===== config.mk =====
export PLATFORM = sky130hd
export DESIGN_NAME = sdf_core
export DESIGN_NICKNAME = d
export VERILOG_FILES = /design/src/rtl/sdf_pkg.sv /design/src/rtl/sdf_sync.sv /design/src/rtl/sdf_frame.sv /design/src/rtl/sdf_core.sv
export SDC_FILE = /design/constraint.sdc
export NUM_CORES = 1
export LEC_CHECK = 0
export ABC_AREA = 0
export BUFFER_PORTS_ARGS = -buffer_cell sky130_fd_sc_hd__buf_2
export CAP_MARGIN = 40
export CORE_MARGIN = 2
export CORE_UTILIZATION = 55
export CTS_BUF_LIST = sky130_fd_sc_hd__clkbuf_16
export DETAILED_ROUTE_END_ITERATION = 10
export PLACE_DENSITY = 0.75
export SLEW_MARGIN = 20
export SYNTH_ARGS = -nofsm -noshare
export SYNTH_HDL_FRONTEND = slang
export SYNTH_SLANG_ARGS = --single-unit

===== constraint.sdc =====
create_clock -name sys_clk_i -period 1.99 [get_ports sys_clk_i]
set_input_delay 0.0995 -clock sys_clk_i [delete_from_list [all_inputs] [get_ports sys_clk_i]]
set_output_delay 0.0995 -clock sys_clk_i [all_outputs]
set_load 0.01 [all_outputs]

===== src/rtl/sdf_pkg.sv =====
// constants shared by the switch diagnosis flag logic
// assumes one system clock; all pins are sampled and synchronised first
// Overview of operation
// - five-bit hardware_configuration: read lho,cfg3,bypass,pwm,ctl; write reset,cfg3,0,pwm,ctl
// - writing clear_thermal_latch as 1 clears all thermal latches; 0 keeps them
// - each channel_error_flag is over-temperature flag OR latched overload flag
// - overload stays latched until diagnosis sent; cleared between second and third SCLK rise
// - over-temperature latches channel off; only clear command releases it
// - after clear command, temperature error wiped next frame; relatches after third rise
// - first diagnosis after clear command still shows the old temperature error
// - persisting overload keeps the error flag set through its clear, as new events win in that cycle
// - sense output carries only the channel chosen by sense_select
// - sense_select codes 5 to 7 each disable the sense output completely
// - over-current or over-temperature switches that channel's sense signal off
// - sense delivered only in fault-free ON state, high impedance otherwise
// - error flag set only by ON-state limitation, short to ground, over-temperature
// - bypass monitor looks only at the channel chosen by sense_select
// - bypass monitor result readable in hardware_configuration bit 2
// - bypass monitor updates in both ON and OFF state
// - led_mode_bit in watchdog_led_register picks sense ratio for channels 0 to 2
package sdf_pkg;
	localparam int NCH = 5;
	localparam int NLED = 3;
	localparam int FB = 8;
	localparam int SEL_W = 3;
	localparam int CMD_WR = 7;
	localparam int CMD_A_HI = 6;
	localparam int CMD_A_LO = 5;
	localparam int CMD_RD_REG = 4;
	localparam logic [1:0] ADDR_HARDWARE_CONFIGURATION = 2'h0;
	localparam logic [1:0] ADDR_DCR = 2'h1;
	localparam logic [1:0] ADDR_WATCHDOG_LED_REGISTER = 2'h2;
	localparam logic [1:0] ADDR_OUT = 2'h3;
	localparam int HW_CTL = 0;
	localparam int HW_PWM = 1;
	localparam int HW_SBM = 2;
	localparam int HW_CFG3 = 3;
	localparam int HW_RST = 4;
	localparam logic [SEL_W-1:0] SEL_OFF = 3'h7;
	localparam logic [SEL_W-1:0] DCR_RST = 3'h7;
	localparam logic [NLED-1:0] WATCHDOG_LED_REGISTER_RST = 3'h0;
	localparam logic [NCH-1:0] OUT_RST = 5'h00;
	localparam logic [3:0] EDGE_CLR = 4'h1;
	localparam logic [3:0] EDGE_HOLD = 4'h2;
	localparam logic [3:0] EDGE_FRAME = 4'h8;
endpackage


===== src/rtl/sdf_sync.sv =====
// two-stage synchroniser for pin-level inputs
// assumes inputs are asynchronous to sys_clk_i
`timescale 1ns/1ps
`default_nettype none
module sdf_sync #(
	parameter int W = 1
) (
	input wire logic sys_clk_i,
	input wire logic nrst_i,
	input wire logic [W-1:0] d_i,
	output logic [W-1:0] q_o
);
	import sdf_pkg::*;
	typedef struct packed {
		logic [W-1:0] s1;
		logic [W-1:0] s2;
	} sdf_sync_t;
	sdf_sync_t q, n;
	always_comb
	begin
		n.s1 = d_i;
		n.s2 = q.s1;
	end
	always_ff @(posedge sys_clk_i or negedge nrst_i)
	begin
		if (!nrst_i)
			q <= '0;
		else
			q <= n;
	end
	assign q_o = q.s2;
endmodule
`default_nettype wire


===== src/rtl/sdf_frame.sv =====
// spi frame tracker: sclk edges and chip-select boundaries
// assumes synchronised cs and sclk; sclk is oversampled by sys_clk_i
`timescale 1ns/1ps
`default_nettype none
module sdf_frame (
	input wire logic sys_clk_i,
	input wire logic nrst_i,
	input wire logic cs_n_i,
	input wire logic sclk_i,
	output logic rise_o,
	output logic fall_o,
	output logic start_o,
	output logic end_o,
	output logic [3:0] edges_o
);
	import sdf_pkg::*;
	typedef struct packed {
		logic sclk_d;
		logic cs_n_d;
		logic armed;
		logic [3:0] edges;
	} sdf_frame_t;
	sdf_frame_t q, n;
	always_comb
	begin
		n = q;
		n.sclk_d = sclk_i;
		n.cs_n_d = cs_n_i;
		// synchroniser resets to 0: wait for an idle select before framing
		n.armed = q.armed | cs_n_i;
		// saturate so an over-long frame never wraps to a legal count
		if (start_o)
			n.edges = 4'h0;
		else if (rise_o && q.edges != 4'hf)
			n.edges = q.edges + 4'h1;
	end
	always_ff @(posedge sys_clk_i or negedge nrst_i)
	begin
		if (!nrst_i)
			q <= '{sclk_d: 1'b0, cs_n_d: 1'b1, armed: 1'b0, edges: 4'h0};
		else
			q <= n;
	end
	assign rise_o = sclk_i & ~q.sclk_d & ~cs_n_i;
	assign fall_o = ~sclk_i & q.sclk_d & ~cs_n_i;
	assign start_o = q.armed & q.cs_n_d & ~cs_n_i;
	assign end_o = q.armed & ~q.cs_n_d & cs_n_i;
	assign edges_o = q.edges;
endmodule
`default_nettype wire


===== src/rtl/sdf_core.sv =====
// diagnosis flags, thermal latches, sense routing and spi registers
// assumes 8-bit spi frames, mode 0, sclk well below sys_clk_i / 4
`timescale 1ns/1ps
`default_nettype none
module sdf_core (
	input wire logic sys_clk_i,
	input wire logic nrst_i,
	input wire logic spi_cs_n_i,
	input wire logic spi_sclk_i,
	input wire logic spi_si_i,
	input wire logic limp_home_i,
	input wire logic [sdf_pkg::NCH-1:0] over_temp_i,
	input wire logic [sdf_pkg::NCH-1:0] overload_i,
	input wire logic [sdf_pkg::NCH-1:0] bypass_cmp_i,
	output logic spi_so_o,
	output logic spi_so_oe_o,
	output logic [sdf_pkg::NCH-1:0] gate_on_o,
	output logic [sdf_pkg::NCH-1:0] sense_route_o,
	output logic sense_oe_o,
	output logic [sdf_pkg::NLED-1:0] led_mode_o
);
	import sdf_pkg::*;
	localparam int SW = 4 + 3 * NCH;

	typedef struct packed {
		logic cfg3;
		logic pwm;
		logic [SEL_W-1:0] sel;
		logic [NLED-1:0] led;
		logic [NCH-1:0] on;
		logic [NCH-1:0] therm;
		logic [NCH-1:0] temp_err;
		logic [NCH-1:0] ovl;
		logic ctl_pend;
		logic ctl_frame;
		logic diag_frame;
		logic rd_req;
		logic [1:0] rd_addr;
		logic [FB-1:0] sh_in;
		logic [FB-1:0] sh_out;
		logic so;
		logic so_oe;
		logic [NCH-1:0] gate;
		logic [NCH-1:0] sense;
		logic sense_oe;
		logic bypass_monitor_result;
	} sdf_core_t;

	sdf_core_t q, n;
	logic [SW-1:0] raw, syn;
	logic cs_n, sclk, si, limp_home_state;
	logic [NCH-1:0] ot, ol, byp, sense_ok;
	logic rise, fall, start, fin;
	logic [3:0] edges;
	logic [FB-1:0] diag_word, rd_word, cmd;
	logic ctl_clr, ovl_clr, wipe;

	assign raw = {bypass_cmp_i, overload_i, over_temp_i, limp_home_i,
		spi_si_i, spi_sclk_i, spi_cs_n_i};

	sdf_sync #(.W(SW)) u_sync (
		.sys_clk_i(sys_clk_i),
		.nrst_i(nrst_i),
		.d_i(raw),
		.q_o(syn)
	);

	assign cs_n = syn[0];
	assign sclk = syn[1];
	assign si = syn[2];
	assign limp_home_state = syn[3];
	assign ot = syn[4 +: NCH];
	assign ol = syn[4 + NCH +: NCH];
	assign byp = syn[4 + 2 * NCH +: NCH];

	sdf_frame u_frame (
		.sys_clk_i(sys_clk_i),
		.nrst_i(nrst_i),
		.cs_n_i(cs_n),
		.sclk_i(sclk),
		.rise_o(rise),
		.fall_o(fall),
		.start_o(start),
		.end_o(fin),
		.edges_o(edges)
	);

	// sense current only for the selected, healthy, driven channel
	genvar gi;
	generate
		for (gi = 0; gi < NCH; gi++)
		begin : g_sense
			assign sense_ok[gi] = (q.sel == SEL_W'(gi))
				& q.gate[gi] & ~ol[gi] & ~ot[gi];
		end
	endgenerate

	// error word captured before any clear in the same frame
	assign diag_word = {(FB - NCH)'(0), q.temp_err | q.ovl};

	always_comb
	begin
		rd_word = '0;
		case (q.rd_addr)
			ADDR_HARDWARE_CONFIGURATION:
				rd_word = {3'h0, limp_home_state, q.cfg3, q.bypass_monitor_result, q.pwm, q.ctl_pend};
			ADDR_DCR:
				rd_word = {(FB - SEL_W)'(0), q.sel};
			ADDR_WATCHDOG_LED_REGISTER:
				rd_word = {(FB - NLED)'(0), q.led};
			ADDR_OUT:
				rd_word = {(FB - NCH)'(0), q.on};
			default:
				rd_word = '0;
		endcase
	end

	assign cmd = q.sh_in;

	always_comb
	begin
		n = q;
		ctl_clr = 1'b0;
		n.so_oe = ~cs_n;
		if (start)
		begin
			n.sh_out = q.rd_req ? rd_word : diag_word;
			n.so = q.rd_req ? rd_word[FB-1] : diag_word[FB-1];
			n.diag_frame = ~q.rd_req;
			n.ctl_frame = q.ctl_pend;
			n.ctl_pend = 1'b0;
			n.sh_in = '0;
		end
		if (fall)
		begin
			n.sh_out = {q.sh_out[FB-2:0], 1'b0};
			n.so = q.sh_out[FB-2];
		end
		if (rise)
			n.sh_in = {q.sh_in[FB-2:0], si};
		if (fin)
		begin
			n.diag_frame = 1'b0;
			n.ctl_frame = 1'b0;
			// short or long frames are dropped whole
			if (edges == EDGE_FRAME)
			begin
				if (cmd[CMD_WR])
				begin
					n.rd_req = 1'b0;
					case (cmd[CMD_A_HI:CMD_A_LO])
						ADDR_HARDWARE_CONFIGURATION:
						begin
							if (cmd[HW_RST])
							begin
								n.cfg3 = 1'b0;
								n.pwm = 1'b0;
								n.sel = DCR_RST;
								n.led = WATCHDOG_LED_REGISTER_RST;
								n.on = OUT_RST;
							end
							else
							begin
								n.cfg3 = cmd[HW_CFG3];
								n.pwm = cmd[HW_PWM];
								ctl_clr = cmd[HW_CTL];
								n.ctl_pend = cmd[HW_CTL];
							end
						end
						ADDR_DCR:
							n.sel = cmd[SEL_W-1:0];
						ADDR_WATCHDOG_LED_REGISTER:
							n.led = cmd[NLED-1:0];
						ADDR_OUT:
							n.on = cmd[NCH-1:0];
						default:
							n.rd_req = 1'b0;
					endcase
				end
				else
				begin
					n.rd_req = cmd[CMD_RD_REG];
					n.rd_addr = cmd[CMD_A_HI:CMD_A_LO];
				end
			end
		end
		// new therm and ovl events win over their clear in the same cycle; the wipe wins over new temp_err events
		n.therm = (q.therm & ~{NCH{ctl_clr}}) | ot;
		n.ovl = (q.ovl & ~{NCH{ovl_clr}}) | (ol & q.on);
		n.temp_err = wipe ? '0 : (q.temp_err | (ot & q.on));
		n.gate = n.on & ~n.therm;
		n.sense = sense_ok;
		// own flop, so the pin enable never glitches on a decode
		n.sense_oe = |sense_ok;
		// monitor runs whatever the channel state, off code reads 0
		n.bypass_monitor_result = (q.sel < SEL_W'(NCH)) ? byp[q.sel] : 1'b0;
	end

	assign ovl_clr = q.diag_frame & rise & (edges == EDGE_CLR);
	// temperature error held at zero until the third rise passes
	assign wipe = q.ctl_frame & ((edges == EDGE_HOLD)
		| (rise & (edges == EDGE_CLR)));

	always_ff @(posedge sys_clk_i or negedge nrst_i)
	begin
		if (!nrst_i)
		begin
			q <= '0;
			q.sel <= DCR_RST;
			q.led <= WATCHDOG_LED_REGISTER_RST;
			q.on <= OUT_RST;
		end
		else
			q <= n;
	end

	assign spi_so_o = q.so;
	assign spi_so_oe_o = q.so_oe;
	assign gate_on_o = q.gate;
	assign sense_route_o = q.sense;
	assign sense_oe_o = q.sense_oe;
	assign led_mode_o = q.led;

	a_diag_word_or: assert property (
		@(posedge sys_clk_i) disable iff (!nrst_i)
		(start && !q.rd_req) |=>
		q.sh_out[NCH-1:0] == ($past(q.temp_err) | $past(q.ovl)))
		else $error("diagnosis word is not the or of the flags");

	a_ovl_clear: assert property (
		@(posedge sys_clk_i) disable iff (!nrst_i)
		(q.diag_frame && rise && edges == EDGE_CLR && !(|(ol & q.on)))
		|=> q.ovl == '0)
		else $error("overload flags not cleared at second rise");

	a_ovl_hold: assert property (
		@(posedge sys_clk_i) disable iff (!nrst_i)
		!q.diag_frame |=> (q.ovl & $past(q.ovl)) == $past(q.ovl))
		else $error("overload flag dropped outside a diagnosis frame");

	a_ovl_reset: assert property (
		@(posedge sys_clk_i) disable iff (!nrst_i)
		(|(ol & q.on)) |=> ((q.ovl & $past(ol & q.on)) == $past(ol & q.on)))
		else $error("persisting overload not latched");

	a_therm_hold: assert property (
		@(posedge sys_clk_i) disable iff (!nrst_i)
		!ctl_clr |=> (q.therm & $past(q.therm)) == $past(q.therm))
		else $error("thermal latch dropped without clear command");

	a_therm_clear: assert property (
		@(posedge sys_clk_i) disable iff (!nrst_i)
		(ctl_clr && ot == '0) |=> q.therm == '0 ##0 q.ctl_pend)
		else $error("clear command left a thermal latch set");

	a_temp_wipe: assert property (
		@(posedge sys_clk_i) disable iff (!nrst_i)
		(q.ctl_frame && edges == EDGE_HOLD) |=> q.temp_err == '0)
		else $error("temperature error not wiped before third rise");

	a_temp_relatch: assert property (
		@(posedge sys_clk_i) disable iff (!nrst_i)
		(!wipe && |(ot & q.on)) |=>
		(q.temp_err & $past(ot & q.on)) == $past(ot & q.on))
		else $error("temperature error not latched outside the wipe");

	a_sense_off: assert property (
		@(posedge sys_clk_i) disable iff (!nrst_i)
		q.sel == SEL_OFF |=> !sense_oe_o)
		else $error("sense output active while disabled");

	a_sense_fault: assert property (
		@(posedge sys_clk_i) disable iff (!nrst_i)
		(|(ot | ol)) |=> ((q.sense & $past(ot | ol)) == '0))
		else $error("sense stays on for a faulted channel");

	a_sense_gate: assert property (
		@(posedge sys_clk_i) disable iff (!nrst_i)
		(q.sense & ~$past(q.gate)) == '0 && $onehot0(q.sense))
		else $error("sense routed from an off or second channel");

	a_err_on_only: assert property (
		@(posedge sys_clk_i) disable iff (!nrst_i)
		((q.ovl | q.temp_err) & ~$past(q.ovl | q.temp_err)
		& ~$past(q.on)) == '0)
		else $error("error flag set in off state");

	a_bypass_sel: assert property (
		@(posedge sys_clk_i) disable iff (!nrst_i)
		($stable(q.sel) && q.sel < SEL_W'(NCH)) |=>
		q.bypass_monitor_result == $past(byp[q.sel]))
		else $error("bypass result not from selected channel");

	a_bypass_off: assert property (
		@(posedge sys_clk_i) disable iff (!nrst_i)
		q.sel >= SEL_W'(NCH) |=> !q.bypass_monitor_result)
		else $error("bypass result set with no channel selected");

	a_soft_reset: assert property (
		@(posedge sys_clk_i) disable iff (!nrst_i)
		(fin && edges == EDGE_FRAME && cmd[CMD_WR] && cmd[HW_RST]
		&& cmd[CMD_A_HI:CMD_A_LO] == ADDR_HARDWARE_CONFIGURATION) |=>
		(q.sel == DCR_RST && q.led == WATCHDOG_LED_REGISTER_RST && q.on == OUT_RST
		&& !q.cfg3 && !q.pwm))
		else $error("soft reset left a register unchanged");
endmodule
`default_nettype wire


==> reports/results.txt, run 1 <==
Yosys warning total - 0
Syn_nets - 332
Core Util, Final - 67.4%
Outcome - finished clean
Most frequent cell after synthesis - dfrtp_1
Fin area - 4920 um^2
Reg2reg end - q[51]
Flop-to-flop setup slack - 0.11 ns
LEAKAGE - 2.31 nW
Hold Crit Class - input pin to async pin
First-pass GRT wire length - 13,700 um
Layout cells sized above 1 - 24.4%
CP Launch Type - register
CTS buffer count - 9
Unrepaired setup endpoints after global routing - true
Detail Route Antenna Nets - 0
Core Area - 7290 um^2
Initial drt markers - 105
Logic gate share of total power - 4.4%
Mean post-synth cell area - 13.8 um^2
Seq pwr share - 53.9%
Antenna cells - 0
Clk_lat worst skew - 0.35 ns
Final Power - 0.00426 W
Initial Utilization - 57.1%
Worst slack, placed - 0.124 ns
Final hold vios - 0
Part of the Yosys area used for sequential elements - 65.0%
R2r startpoint - u_frame.edges_o[0]
Reg2Reg Depth - 6
Die ar. - 8280 um^2
Critical Path RT - 2.22 ns
Cell taking the most area after synthesis - dfrtp_1
Crit path DAT - 2.10 ns
Max H-tree Level - 3
Top FF cell, synth - dfrtp_1
Worst-margin pin slew - 0.645 ns
Switching Fraction - 22.1%
Slew headroom - 57.0%
GPL Wtd Cong - 0.819
Max capacitance violation total - 0
Synthesized instance count - 302
Worst Setup SP - u_frame.edges_o[0]
Final Setup Violations - 0
Post-route DRC - 0
Commonest cells post-synth - dfrtp_1 (104), a22o_1 (20), buf_4 (16)
Switching power - 0.000939 W
Layout area overhead - 18.1%
Buffers on Ports - 36
Vias/cell - 5.64
PwrDens - 866 nW/um^2
CP max FO - 6
Synth cell types - 47
DP HPWL - 5280 um
Crit Path Class - register to register
TritonRoute pass-1 iters - 4
TritonCTS clock tree - built
Worst path setup slack after routing - 0.113 ns
Pin count of the biggest net entering global routing - 46
Nets - 386
Slew Limit Fails - 0
Initial antenna violation count - 0
Detailed Route WL - 8180 um
Cell Int Power - 0.00332 W
Clk pwr share - 41.7%
Grt ovf - 0
Layout Skew - 0.0103 ns
# rows - 31
Highest Clock Rate - 0.533 GHz
Area contributors post-synth - dfrtp_1 (63%), a22o_1 (4.2%), buf_4 (2.9%)
Tmin final - 1.88 ns
Placed Area - 4420 um^2
IO Pins - 37
Clk buf depth - 2
Crit path to - q[51]
Mapped cell area - 4160 um^2
Root buffer cell - clkbuf_16
Worst-path clk slew - 0.07 ns
Die X - 91.0 um
Vias - 2,595
Async set-reset flop share out of synthesis - 100%
Fin Setup TNS - 0 ns
Wire per inst - 17.8 um
GRT Total Usage - 21.9%
Die Y - 91.0 um
Clock sink total - 108
Yosys top cell area share - 62.5%
Number of global-route vias before repair - 2,656
Post-synth EDFFs - 0
Yosys reg bits - 108
Period utilisation layout - 94.3%
CP Capture Type - register
Peak supply drop - 0.538 mV
-- flip-flops by register name, indices dropped and copies added, names as in the netlist --
name,cells
q,39
u_frame.edges_o,4
gate_on_o,5
cmd,8
u_frame.q,3
sense_oe_o,1
u_sync.q_o,19
u_sync.n,19
spi_so_o,1
sense_route_o,5
spi_so_oe_o,1
led_mode_o,3
-- power groups by stage --
| stage | logic (W) | clock network [W] | registers [W] |
|---|---|---|---|
| finish | 0.000189 | 0.00178 | 0.00229 |
| global route | 0.000213 | 0.00192 | 0.00230 |
| CTS | 0.000192 | 0.00181 | 0.00229 |
| detailed placement | 0.000163 | 0 | 0.00233 |
| global placement | 0.000157 | 0 | 0.00233 |
| floorplan | 0.0000743 | 0 | 0.00232 |
-- kinds of logic after synthesis --
family                     after synthesis  share of synthesized area (%)
xor gates and xnor gates                 3                          0.631
buffers and inverters                   36                           4.75
AOI/OAI and AO/OA                       63                           12.3
DFF                                    108                           65.0
and+or+nand+nor                         75                           11.3
adders and majority gates                9                           2.71
muxes                                    8                           3.25
-- critical path, stage by stage, from the launching register on --
cell	delay, ns
dfrtp_1	0.41
inv_1	0.14
ha_1	0.21
nand4b_4	0.18
nand4b_1	0.38
a22oi_1	0.35
inv_1	0.08
-- area by class of cell --
cell class / count / area, um^2
clock inverter: 7 / 72.6
clock buffer: 9 / 225
inverter: 14 / 52.6
sequential: 108 / 2710
multi-input combinational: 158 / 1260
timing repair buffer: 65 / 475
fill: 529 / 2370
tap: 99 / 124
-- placed cells by master (no fill, tap or decap), types with 7 or more instances in the layout --
cell,instances
a21oi_1,7
a22o_1,20
buf_2,35
buf_4,8
clkbuf_16,9
dfrtp_1,104
dlygate4sd3_1,20
ha_1,9
inv_1,15
nand2_1,11
nor2_1,14
nor3_1,9
-- metal layers --
metal	vias up	share of wire, %	GRT usage [%]
met4	0	2.4	8.71
met3	22	6.6	6.39
met2	99	48	33.5
li1	1171	-	-
met1	1303	43	29.9
met5	-	0	0
-- metrics by stage --
step | cells | hold slack, ns
after floorplan | 302 | -0.196
after global placement | 424 | 0.152
after detailed placement | 424 | 0.164
after CTS | 460 | 0.328
after global routing | 460 | 0.354
final | 460 | 0.312
-- what timing repair did --
action	CTS	global route
hold endpoints to repair	61	0
setup buffers	0	0
resized for setup	0	1
setup endpoints to repair	0	6
hold buffers	20	0
-- worst min path at each step --
stage | startpoint | endpoint | slack (ns) | depth (start not counted)
3_5_place_dp | nrst_i | u_sync.n[0] | 0.16 | 1
5_1_grt | u_sync.n[14] | u_sync.q_o[14] | 0.35 | 0
3_3_place_gp | nrst_i | u_sync.q_o[0] | 0.15 | 1
2_1_floorplan | nrst_i | cmd[0] | -0.20 | 0
6_report | nrst_i | u_sync.q_o[0] | 0.31 | 2
4_1_cts | nrst_i | q[55] | 0.33 | 2
(Power assumes the default switching activity.)
==> run 2, diff against run 1 <==
- CORE_UTILIZATION: 55 -> 35
- PLACE_DENSITY: 0.75 -> unset
==> run 2 against run 1 <==
The run now ends with DRC left. Clock skew fell by 0.0025 ns. Die area up 54%. Combinational power decreased by 3%. Count of clock-buffer cells in the layout unchanged. Utilization fell by 25 points. Sequential share of layout area is 0.22 points lower. Fmax about the same. Power decreased by 2.0%. Routed wire length is 1.0% lower. Non-clock buffer count fell by 1. Largest cell class unchanged. Largest power group unchanged.
==> reports/results.txt, run 2 (synthesis results as in run 1) <==
GRT Total Usage - 13.8% (was 21.9%)
LEAKAGE - 2.29 nW (was 2.31 nW)
Antenna cells - 0 (unchanged)
Worst Setup SP - u_frame.edges_o[0] (unchanged)
Initial antenna violation count - 0 (unchanged)
Peak supply drop - 0.499 mV (was 0.538 mV)
Highest Clock Rate - 0.533 GHz (about the same)
Nets - 385 (was 386)
Final Setup Violations - 0 (unchanged)
Layout cells sized above 1 - 24.2% (was 24.4%)
Tmin final - 1.88 ns (about the same)
First-pass GRT wire length - 13,800 um (was 13,700 um)
Vias/cell - 4.98 (was 5.64)
Detail Route Antenna Nets - 0 (unchanged)
Slew headroom - 64.5% (was 57.0%)
Die Y - 113 um (was 91.0 um)
Initial Utilization - 36.1% (was 57.1%)
IO Pins - 37 (unchanged)
CP Launch Type - register (unchanged)
Flop-to-flop setup slack - 0.11 ns (about the same)
GPL Wtd Cong - 0.752 (was 0.819)
Vias - 2,504 (was 2,595)
Buffers on Ports - 36 (unchanged)
# rows - 39 (was 31)
Met2 Track Usage GR - 20.5% (was 33.5%)
Outcome - finished, violations left (was finished clean)
Final hold vios - 0 (unchanged)
Clk buf depth - 2 (unchanged)
Core Util, Final - 42.9% (was 67.4%)
Core Area - 11,500 um^2 (was 7290 um^2)
Fin Setup TNS - 0 ns (unchanged)
Max reg flops - 39 (unchanged)
CTS buffer count - 9 (unchanged)
Post-route DRC - 3 (was 0)
Critical Path RT - 2.20 ns (was 2.22 ns)
R2r startpoint - u_frame.edges_o[0] (unchanged)
Reg2reg end - gate_on_o[1] (was q[51])
Failing checks - DRC
TritonRoute pass-1 iters - 7 (was 4)
Number of global-route vias before repair - 2,598 (was 2,656)
Die X - 113 um (was 91.0 um)
Crit Path Class - register to register (unchanged)
Hold Crit Class - input pin to async pin (unchanged)
Filler instances - 1,070 (was 529)
Die ar. - 12,800 um^2 (was 8280 um^2)
Post-CTS setup buffer count - 0 (unchanged)
Most frequent cells in the layout - dfrtp_1 (104), buf_2 (35), a22o_1 (20), dlygate4sd3_1 (20) (was dfrtp_1 (104), buf_2 (35), a22o_1 (20), dlygate4sd3_1 (20), inv_1 (15))
Crit path DAT - 2.09 ns (was 2.10 ns)
Largest Register - q (unchanged)
Layout Skew - 0.00787 ns (was 0.0103 ns)
Grt ovf - 0 (unchanged)
Unrepaired setup endpoints after global routing - true (unchanged)
Reg2Reg Depth - 6 (unchanged)
Max capacitance violation total - 0 (unchanged)
CP max FO - 6 (unchanged)
Worst-path clk slew - 0.08 ns (was 0.07 ns)
Detailed Route WL - 8100 um (was 8180 um)
Commonest non-fill, non-tap cell in the layout - dfrtp_1 (unchanged)
Period utilisation layout - 94.3% (about the same)
Wire per inst - 16.1 um (was 17.8 um)
Met3 Use GR - 3.64% (was 6.39%)
Root buffer cell - clkbuf_16 (unchanged)
CP Capture Type - register (unchanged)
Pin count of the biggest net entering global routing - 46 (unchanged)
Clock sink total - 108 (unchanged)
TritonCTS clock tree - built (unchanged)
Post-CTS Resized - 0 (unchanged)
Initial drt markers - 158 (was 105)
Clk_lat worst skew - 0.34 ns (was 0.35 ns)
Layout area overhead - 18.6% (was 18.1%)
DP HPWL - 5600 um (was 5280 um)
PwrDens - 845 nW/um^2 (was 866 nW/um^2)
Max H-tree Level - 3 (unchanged)
Global routing met1 resource utilization - 20.1% (was 29.9%)
Worst-margin pin slew - 0.533 ns (was 0.645 ns)
Slew Limit Fails - 0 (unchanged)
Most used routing layer - met2 (unchanged)
run 2: how the worst max path moves through the flow:
stage	to	slack, ns
2_1_floorplan	q[30]	0.30
4_1_cts	gate_on_o[1]	0.09
5_1_grt	gate_on_o[0]	-0.03
3_5_place_dp	gate_on_o[1]	0.12
6_report	gate_on_o[1]	0.11
3_3_place_gp	gate_on_o[1]	0.21
run 2: layout make-up:
class	count	area, um^2	share of cell area, %
Clock buffer	9	225	4.56
Clock inverter	7	60.1	1.22
Inverter	14	52.6	1.06
Multi-Input combinational cell	158	1260	25.5
Sequential cell	108	2710	54.8
Tap cell	143	179	3.62
Timing Repair Buffer	64	455	9.22
run 2: worst max-delay path, stage by stage, from the launching register on:
cell and delay (ns):
dfrtp_1 0.42, inv_1 0.14, ha_1 0.22, nand4b_4 0.19, nand4b_1 0.35, a22oi_1 0.35
a211oi_2 0.08
run 2: routing by layer:
layer  up-vias  part of all wire (%)
met5         -                     0
met4         0                   1.0
met3         8                   4.0
met2        60                    46
met1      1265                    49
li1       1171                     -
run 2: where the power goes:
group / switching (W) / total, W / leakage [nW] / internal [W]
Clock: 0.000829 / 0.00170 / 0.135 / 0.000869
Combinational: 0.000100 / 0.000184 / 0.790 / 0.0000837
Sequential: 0.0000436 / 0.00229 / 1.36 / 0.00225
Total: 0.000972 / 0.00417 / 2.29 / 0.00320
run 2: what timing repair did:
item | 4_1_cts | 5_1_grt
hold buffers | 20 | 0
hold endpoints to repair | 55 | 0
endpoints found under the setup margin | 0 | 9
run 2: stage by stage:
step	total power, W	cell area (um^2)	setup slack [ns]	hold slack (ns)	std cells
5_1_grt	0.00435	4940	-0.0307	0.312	503
4_1_cts	0.00422	4940	0.0936	0.299	503
2_1_floorplan	0.00239	4160	0.300	-0.196	302
6_report	0.00417	4940	0.113	0.275	503
3_5_place_dp	0.00249	4450	0.121	0.122	467
3_3_place_gp	0.00249	4450	0.214	0.118	467
